`src/sdfpm_params.svh`:
```
// Purpose: constants for the serial converter frame link
// Assumes: 125 MHz reference clock, 8 ns period
// Notes: times in ns, counts derived here
`ifndef SDFPM_PARAMS_SVH
`define SDFPM_PARAMS_SVH
`define SDFPM_CLK_NS 8
`define SDFPM_FRAME_BITS 16
`define SDFPM_CODE_BITS 8
`define SDFPM_MODE_MSB 15
`define SDFPM_MODE_LSB 14
`define SDFPM_CODE_MSB 13
`define SDFPM_CODE_LSB 6
`define SDFPM_CODE_RESET 8'h00
`define SDFPM_MODE_RESET 2'h0
`define SDFPM_WAKE_NS 50000
`define SDFPM_WAKE_CYC ((`SDFPM_WAKE_NS + `SDFPM_CLK_NS - 1) / `SDFPM_CLK_NS)
`define SDFPM_SEL_HIGH_NS 20
`define SDFPM_SEL_HIGH_CYC ((`SDFPM_SEL_HIGH_NS + `SDFPM_CLK_NS - 1) / `SDFPM_CLK_NS)
`define SDFPM_SCLK_HALF 8
`endif

```
`src/sdfpm_pkg.sv`:
```
// Purpose: types shared by both ends of the frame link
// Assumes: nothing
// Notes: mode encoding matches the two frame mode bits
package sdfpm_pkg;
    typedef enum logic [1:0] {
        SDFPM_NORMAL = 2'h0,
        SDFPM_GND_1K = 2'h1,
        SDFPM_GND_100K = 2'h2,
        SDFPM_HIGH_Z = 2'h3
    } sdfpm_mode_t;
endpackage

```
`src/sdfpm_if.sv`:
```
// Purpose: three-wire write-only link between host and converter
// Assumes: host drives all three wires
// Notes: no clocking block, bench joins the ends
`timescale 1ns/10ps
interface sdfpm_if;
    logic frame_sel_n;
    logic sclk;
    logic sdata;
    modport host (output frame_sel_n, output sclk, output sdata);
    modport device (input frame_sel_n, input sclk, input sdata);
endinterface

```
`src/sdfpm_device.sv`:
```
// Purpose: converter end, shifts frames and holds code and power mode
// Assumes: link wires are asynchronous, sampled on i_ref_clk
// Notes: link clock must stay well under a quarter of i_ref_clk
//
// How it works
// - frame select low arms the shift register
// - sample data on each falling shift edge
// - sixteenth edge loads code and mode
// - first two bits select power mode
// - eight code bits follow, rest ignored
// - host sends most significant bit first
// - host keeps select high well past 20 ns between frames
// - early select rise clears partial frame
// - aborted frame changes neither code nor mode
// - power-up clears code to zero
// - zero held until first valid frame
// - mode bits decode to amplifier on, 1k, 100k or high-Z
// - power-down switches output to 1k, 100k or high-Z
// - power-down keeps code register intact
// - output valid after 50 us wake from power-down, and at once after reset
// - code is straight binary 0 to 255
`timescale 1ns/10ps
`include "sdfpm_params.svh"
module sdfpm_device
    import sdfpm_pkg::*;
(
    input wire logic i_ref_clk,
    input wire logic i_resetn,
    sdfpm_if.device link,
    output logic [7:0] o_code,
    output sdfpm_mode_t o_mode,
    output logic o_amp_on,
    output logic o_term_1k,
    output logic o_term_100k,
    output logic o_out_valid,
    output logic o_frame_done
);
    typedef enum logic [1:0] {SDFPM_IDLE, SDFPM_SHIFT, SDFPM_DONE} sdfpm_fsm_t;

    logic [2:0] sel_sync;
    logic [2:0] clk_sync;
    logic [2:0] dat_sync;
    logic sel_n;
    logic sclk_q;
    logic dat_q;
    logic [15:0] shreg;
    logic [4:0] bit_cnt;
    sdfpm_fsm_t state;
    logic [15:0] wake_cnt;
    logic fall;
    logic [15:0] next_shreg;

    ////////////////////////////////////////////////////////////////
    // three-stage sampling; a change counts once stages 2 and 3 agree
    always_ff @(posedge i_ref_clk or negedge i_resetn) begin
        if (!i_resetn) begin
            sel_sync <= 3'h7;
            clk_sync <= 3'h0;
            dat_sync <= 3'h0;
        end else begin
            sel_sync <= {sel_sync[1:0], link.frame_sel_n};
            clk_sync <= {clk_sync[1:0], link.sclk};
            dat_sync <= {dat_sync[1:0], link.sdata};
        end
    end

    always_ff @(posedge i_ref_clk or negedge i_resetn) begin
        if (!i_resetn) begin
            sel_n <= 1'b1;
            sclk_q <= 1'b0;
            dat_q <= 1'b0;
        end else begin
            if (sel_sync[1] == sel_sync[2]) sel_n <= sel_sync[2];
            if (clk_sync[1] == clk_sync[2]) sclk_q <= clk_sync[2];
            if (dat_sync[1] == dat_sync[2]) dat_q <= dat_sync[2];
        end
    end

    // data was settled before the clock edge, so the held data is safe to take
    assign fall = sclk_q && (clk_sync[1] == clk_sync[2]) && !clk_sync[2];
    assign next_shreg = {shreg[14:0], dat_q};

    ////////////////////////////////////////////////////////////////
    // frame sequencer
    always_ff @(posedge i_ref_clk or negedge i_resetn) begin
        if (!i_resetn) begin
            state <= SDFPM_IDLE;
            shreg <= 16'h0000;
            bit_cnt <= 5'h00;
            o_frame_done <= 1'b0;
        end else begin
            o_frame_done <= 1'b0;
            case (state)
                SDFPM_IDLE: begin
                    shreg <= 16'h0000;
                    bit_cnt <= 5'h00;
                    if (!sel_n) state <= SDFPM_SHIFT;
                end
                SDFPM_SHIFT: begin
                    if (sel_n) begin
                        state <= SDFPM_IDLE;
                        shreg <= 16'h0000;
                    end else if (fall) begin
                        shreg <= next_shreg;
                        bit_cnt <= bit_cnt + 5'h01;
                        if (bit_cnt == 5'(`SDFPM_FRAME_BITS - 1)) begin
                            state <= SDFPM_DONE;
                            o_frame_done <= 1'b1;
                        end
                    end
                end
                SDFPM_DONE: begin
                    if (sel_n) state <= SDFPM_IDLE;
                end
                default: state <= SDFPM_IDLE;
            endcase
        end
    end

    ////////////////////////////////////////////////////////////////
    // code and mode registers, loaded only by a complete frame
    always_ff @(posedge i_ref_clk or negedge i_resetn) begin
        if (!i_resetn) begin
            o_code <= `SDFPM_CODE_RESET;
            o_mode <= sdfpm_mode_t'(`SDFPM_MODE_RESET);
        end else if (o_frame_done) begin
            o_mode <= sdfpm_mode_t'(shreg[`SDFPM_MODE_MSB:`SDFPM_MODE_LSB]);
            o_code <= shreg[`SDFPM_CODE_MSB:`SDFPM_CODE_LSB];
        end
    end

    ////////////////////////////////////////////////////////////////
    // output stage controls; code is untouched by power-down
    always_ff @(posedge i_ref_clk or negedge i_resetn) begin
        if (!i_resetn) begin
            o_amp_on <= 1'b1;
            o_term_1k <= 1'b0;
            o_term_100k <= 1'b0;
        end else begin
            o_amp_on <= (o_mode == SDFPM_NORMAL);
            o_term_1k <= (o_mode == SDFPM_GND_1K);
            o_term_100k <= (o_mode == SDFPM_GND_100K);
        end
    end

    // wake timer restarts on every power-down; reset counts as awake
    always_ff @(posedge i_ref_clk or negedge i_resetn) begin
        if (!i_resetn) begin
            wake_cnt <= 16'h0000;
            o_out_valid <= 1'b1;
        end else if (o_mode != SDFPM_NORMAL) begin
            wake_cnt <= 16'h0000;
            o_out_valid <= 1'b0;
        end else if (!o_out_valid) begin
            wake_cnt <= wake_cnt + 16'h0001;
            if (wake_cnt == 16'(`SDFPM_WAKE_CYC - 1)) o_out_valid <= 1'b1;
        end
    end
endmodule // sdfpm_device

```
`src/flat_wrapper.sv`:
```
// flat-port wrapper written by rule: the top's interface ports become plain ports
module sdfpm_device_flat import sdfpm_pkg::*;
  (i_ref_clk, i_resetn, o_code, o_mode, o_amp_on, o_term_1k, o_term_100k, o_out_valid, o_frame_done, link_frame_sel_n, link_sclk, link_sdata);
  sdfpm_if link_i ();
  input wire logic i_ref_clk;
  input wire logic i_resetn;
  output logic [7:0] o_code;
  output sdfpm_mode_t o_mode;
  output logic o_amp_on;
  output logic o_term_1k;
  output logic o_term_100k;
  output logic o_out_valid;
  output logic o_frame_done;
  input wire logic [$bits(link_i.frame_sel_n)-1:0] link_frame_sel_n;
  input wire logic [$bits(link_i.sclk)-1:0] link_sclk;
  input wire logic [$bits(link_i.sdata)-1:0] link_sdata;
  assign link_i.frame_sel_n = link_frame_sel_n;
  assign link_i.sclk = link_sclk;
  assign link_i.sdata = link_sdata;
  sdfpm_device u_core (.i_ref_clk(i_ref_clk), .i_resetn(i_resetn), .link(link_i), .o_code(o_code), .o_mode(o_mode), .o_amp_on(o_amp_on), .o_term_1k(o_term_1k), .o_term_100k(o_term_100k), .o_out_valid(o_out_valid), .o_frame_done(o_frame_done));
endmodule
```
`config.mk`:
```
export PLATFORM = sky130hd
export DESIGN_NAME = sdfpm_device_flat
export DESIGN_NICKNAME = d
export VERILOG_FILES = /design/src/sdfpm_pkg.sv /design/src/sdfpm_if.sv /design/src/sdfpm_device.sv /design/src/flat_wrapper.sv
export VERILOG_INCLUDE_DIRS = /design/src /design/src/src
export SDC_FILE = /design/constraint.sdc
export NUM_CORES = 1
export LEC_CHECK = 0
export BUFFER_PORTS_ARGS = -buffer_cell sky130_fd_sc_hd__buf_2
export CORE_ASPECT_RATIO = 2
export CORE_MARGIN = 4
export CORE_UTILIZATION = 35
export CTS_CLUSTER_DIAMETER = 100
export DETAILED_ROUTE_END_ITERATION = 8
export MAX_ROUTING_LAYER = met4
export PLACE_DENSITY = 0.52
export REMOVE_ABC_BUFFERS = 1
export SKIP_CTS_REPAIR_TIMING = 1
export SYNTH_ARGS = -nofsm -noshare
export SYNTH_HDL_FRONTEND = slang
export SYNTH_SLANG_ARGS = --single-unit
```
`constraint.sdc`:
```
create_clock -name i_ref_clk -period 1.6 [get_ports i_ref_clk]
set_input_delay 0.16 -clock i_ref_clk [delete_from_list [all_inputs] [get_ports i_ref_clk]]
set_output_delay 0.16 -clock i_ref_clk [all_outputs]
set_load 0.01 [all_outputs]
```
# [Word-level counts from Yosys, hierarchy flattened]
# Cells that the tools add are included.
[totals] elab_cells=66 latchBits=0 rom_bits=0 n_memories=0 input_bits=5 ram_bits=0 regBits=66
[classes] div_mod_pow=0 n_reduce_logical=10 mux=21 shifts=0 n_eq_ne=16 magnitude_cmp=0 n_addsub=2 bitwise_logic=0 multipliers=0
[op_table] operator="16-bit two-way mux" n=4
[op_table] operator="16-bit case mux with 2 select lines" n=1
[op_table] operator="16-bit by 1-bit adder with 16-bit output (second input constant)" n=1
[op_table] operator="16-bit by 13-bit equality test with 1-bit output (second input constant)" n=1
[op_table] operator="2-bit two-way mux" n=5
[op_table] operator="5-bit two-way mux" n=2
[op_table] operator="5-bit case mux with 2 select lines" n=1
[op_table] operator="1-bit two-way mux" n=7
[op_table] operator="2-bit inequality test (second input constant)" n=3
[op_table] operator="3-bit by 1-bit inequality test with 1-bit output (second input constant)" n=2
[op_table] operator="2-bit case mux with 3 select lines" n=1
[op_table] operator="5-bit by 1-bit adder with 5-bit output (second input constant)" n=1
[op_table] operator="5-bit by 4-bit equality test with 1-bit output (second input constant)" n=1
[op_table] operator="2-bit by 1-bit equality test with 1-bit output (second input constant)" n=2
[op_table] operator="2-bit equality test (second input constant)" n=2
[op_table] operator="2-bit zero test" n=2
[op_table] operator="2-bit by 1-bit inequality test with 1-bit output (second input constant)" n=2
[op_table] operator="4-bit AND reduction" n=1
[op_table] operator="2-bit nonzero test" n=2
[op_table] operator="1-bit equality test" n=3
[op_table] operator="3-bit AND reduction" n=1
[op_table] operator="1-bit logical AND" n=2
[op_table] operator="2-bit AND reduction" n=1
[op_table] operator="1-bit zero test" n=1

# [Depth between registers and ports, before layout]
[logic_depth] depth_word=6 depth_mapped=6 depth_no_buf=6

# [Worst setup path before layout]
# No wires, ideal clock.
[synth_path] path_type="register to register" from="register u_core.o_mode[1]" to="register u_core.wake_cnt[14]" period_less_slack_ns=1.723 slack_ns=-0.123 required_ns=1.523 stages_incl_launch_ff=7 t_arrival_ns=1.645 cell_sequence="dfrtp_1 -> or2_1 -> buf_6 -> inv_4 -> a211o_1 -> or4_1 -> a21oi_1"
[synth_via] elab_chain_len=2
[synth_lines] element="from (decl)" line_no="sdfpm_device.sv:31" text="output sdfpm_mode_t o_mode,"
[synth_lines] element="from (signal assigned)" line_no="sdfpm_device.sv:125" text="o_mode <= sdfpm_mode_t'(`SDFPM_MODE_RESET);"
[synth_lines] element="from (signal assigned)" line_no="sdfpm_device.sv:127" text="o_mode <= sdfpm_mode_t'(shreg[`SDFPM_MODE_MSB:`SDFPM_MODE_LSB]);"
[synth_lines] element="2-bit nonzero test *" line_no="sdfpm_device.sv:151" text="end else if (o_mode != SDFPM_NORMAL) begin"
[synth_lines] element="2-bit inequality test (no line) / 16-bit two-way mux (equally long branches)"
[synth_lines] element="to (signal assigned)" line_no="sdfpm_device.sv:155" text="wake_cnt <= wake_cnt + 16'h0001;"
[synth_lines] element="to (decl)" line_no="sdfpm_device.sv:49" text="logic [15:0] wake_cnt;"
# Every way passes the cells marked *; elsewhere a longest branch is shown, timed or not.
# A chain may end at the register's enable or synchronous reset.

# [Final worst setup path]
[layout_path] from="register u_core.wake_cnt[4]" to="register u_core.wake_cnt[15]"
[layout_via] elab_chain_len=3
[layout_lines] element="16-bit by 1-bit adder with 16-bit output" line_no="sdfpm_device.sv:155"
[layout_lines] element="16-bit two-way mux" line_no="sdfpm_device.sv:154" text="end else if (!o_out_valid) begin"
[layout_lines] element="16-bit two-way mux" line_no="sdfpm_device.sv:151"
# Every way passes these cells. The select of a mux whose other input is x is not followed.

==> key figures <==
STA
  • FMAX: 614 MHz
  • Setup TNS: -49.7 ps
  • RSZ-0062 raised after global routing: true
  • Slew Limit Fails: 0
  • Fin crit share: 1.02
  • Final Critical Period: 1630 ps
  • Worst-Margin Slew: 450 ps
  • Slew margin rel.: 0.700
  • Hold Fails Final Rpt: 0
  • Clock skew: 4.83 ps
  • Final worst slack: -29.6 ps
  • # setup viols final: 2
  • Worst hold slack: 354 ps

Clock network
  • CTS Root Cell: clkbuf_16
  • CTS Buf Count: 9
  • Max Root-Sink Buffers: 2
  • Clock latency on the worst-skew pair: 330 ps
  • CTS Sinks: 66
  • H-tree depth: 3
  • Clk slew on worst S/H paths: 60 ps
  • CTS tree: built

Die
  • Die height: 132 um
  • Chip width: 70.0 um
  • Die area: 0.00925 mm^2
  • Number of cell rows: 45
  • Total core area: 0.00754 mm^2
  • Boundary Pins: 20
  • Initial Utilization: 0.357

Setup path
  • Crit-path cells: nand4_1, a211o_4, buf_4, o31a_1, o21a_1
  • WP data required: 1820 ps
  • CP delay by family, top: compound AO/OA/AOI/OAI gates
  • Crit path kind: flip-flop to flip-flop
  • Crit end category: flip-flop
  • Slowest stage delay, CP: 400 ps
  • Crit-path slowest cell: dfrtp_1
  • Worst-path fanout max: 4
  • Crit path buffers/inverters: 1
  • Critical Path AT: 1850 ps
  • R2r setup slk: -30 ps
  • Critical path launch point type: flip-flop

Run
  • Max-Cap Viols: 0

Pwr
  • Net Sw Power: 0.822 mW
  • Internal: 3.21 mW
  • Comb power frac: 0.031
  • Net Sw Frac: 0.204
  • PwrDens: 1130 mW/mm^2
  • Power share of the sequential group: 0.426
  • Power after layout: 4.03 mW
  • Clock power frac: 0.543
  • Static leakage: 1.65 nW
  • Peak VDD IR: 0.616 mV

Synth
  • Post-synthesis cell count: 212
  • Synth Cell Area: 0.00269 mm^2
  • Post-synth EDFFs: 0
  • Most common library cells after synthesis: dfrtp_1 (60), a22o_1 (20), nor2_1 (16)
  • Ranking of synthesized cells by area: dfrtp_1 (56%), a22o_1 (6.5%), dfstp_2 (5.9%)
  • Predominant post-synthesis flop cell: dfrtp_1
  • Area leader, netlist: dfrtp_1
  • Syn_area_per_cell: 12.7 um^2
  • Count leader, synth: dfrtp_1
  • Post-synth top area share: 0.558
  • FFs w/ async S/R, synth: 1.00
  • Sequential-to-total area share from yosys stat: 0.616
  • Post-synthesis register bit count: 66
  • Unique masters post-synth: 45
  • Syn. warnings: 0

Global route
  • First-pass GRT wire length: 9040 um
  • Total gr overflow: 0
  • Initial antenna violation count: 0
  • Vias in the first global route: 1877
  • Pin count of the biggest net entering global routing: 67
  • GRT Overall Usage: 0.130

Drt
  • Avg WL per Cell: 14.7 um
  • Drt total wl: 5400 um
  • Vias per inst: 5.03
  • Routed vias: 1846
  • Number of nets with antenna violations after routing: 0
  • Drc violations: 0
  • First-pass detailed-route iteration total: 4
  • Initial drt markers: 110

Layout
  • Ant. Diodes: 0
  • Area growth syn-to-layout: 32.0%
  • Share of cells above drive strength 1: 0.355
  • Nets: 277
  • Design area: 0.00355 mm^2

Hold path
  • Hold Path Class: flip-flop to flip-flop

Run status
  • Outcome: finished, violations left
  • Failing checks: setup timing

Place
  • Post-DP HPWL: 3620 um
  • RD Place Congestion: 0.758
  • Port Buf Inserts: 19
  • Placed Area: 0.00309 mm^2
[stage by stage]
stage	instances	setup WS, ps	util
2_1_floorplan	203	-323	-
3_3_place_gp	344	-64.2	0.410
3_5_place_dp	344	-61.6	0.410
4_1_cts	360	-122	0.454
5_1_grt	367	-57.2	0.471
6_report	367	-29.6	0.471
[worst register-to-register path, cell delays in order (launching register included)]
cell	delay (ps)
dfrtp_1	400
nand4_1	150
a211o_4	350
buf_4	150
o31a_1	290
o21a_1	180
[cells in the final DEF (no fill, tap or decap), drive strengths merged, types with 3 or more instances in the layout]
master and instances:
and3 4, a21oi 6, ha 4, clkbuf 11, maj3 3, nand2 10
xnor2 6, inv 6, nand4 5, xor2 5, nor3 4, buf 50
or4 3, a22o 20, dlygate4sd3 4, dfrtp 60, dfstp 6, mux2 11
nand3 5, nor2 17
[logic make-up after synthesis]
family                     share of synthesized area
adders and majority gates                     0.0297
buffers and inverters                         0.0265
muxes                                         0.0460
and+or+nand+nor                                0.136
xor gates and xnor gates                      0.0358
DFF                                            0.616
AOI/OAI and AO/OA                              0.110
[power groups by stage]
stage          Combinational (mW)  Sequential (mW)  Clock (mW)
2_1_floorplan              0.0379             1.75           0
3_3_place_gp                0.119             1.75           0
3_5_place_dp                0.120             1.75           0
4_1_cts                     0.121             1.72        2.24
5_1_grt                     0.142             1.72        2.30
6_report                    0.124             1.72        2.19
[state kept, by name (all words and copies together), names as in the netlist]
| name | flops |
|---|---|
| u_core.shreg | 16 |
| u_core.dat_q | 1 |
| u_core.state | 2 |
| u_core.o_term_100k | 1 |
| u_core.clk_sync | 3 |
| u_core.bit_cnt | 5 |
| u_core.dat_sync | 3 |
| u_core.o_frame_done | 1 |
| u_core.o_mode | 2 |
| u_core.o_code | 8 |
| u_core.sel_n | 1 |
| u_core.sel_sync | 3 |
| u_core.o_term_1k | 1 |
| u_core.wake_cnt | 16 |
| u_core.o_out_valid | 1 |
| u_core.sclk_q | 1 |
| u_core.o_amp_on | 1 |
[routing by layer]
layer | global-route usage | share of wire | vias up
li1 | - | - | 882
met2 | 0.209 | 0.54 | 26
met4 | 0.0821 | 0.033 | 0
met3 | 0.0351 | 0.029 | 11
met1 | 0.141 | 0.40 | 927
met5 | - | 0 | -
[path summary, 6_finish.rpt]
kind | startpoint | cells after the start | endpoint
worst max-delay path | u_core.wake_cnt[4] | 5 | u_core.wake_cnt[15]
worst min register to register | u_core.clk_sync[0] | 0 | u_core.clk_sync[1]
min in group asynchronous | i_resetn | 3 | u_core.bit_cnt[0]
max in group asynchronous | i_resetn | 3 | u_core.o_out_valid
worst max register to register | u_core.wake_cnt[4] | 5 | u_core.wake_cnt[15]
worst min-delay path | u_core.clk_sync[0] | 0 | u_core.clk_sync[1]
[final cells by class]
cell class / count / area, um^2
clock buffer: 11 / 253
inverter: 5 / 21.3
timing repair buffer: 54 / 397
tap: 94 / 118
fill: 714 / 3990
multi-input combinational: 132 / 1020
sequential: 66 / 1660
clock inverter: 5 / 85.1
Power figures use the tool's default switching activity.
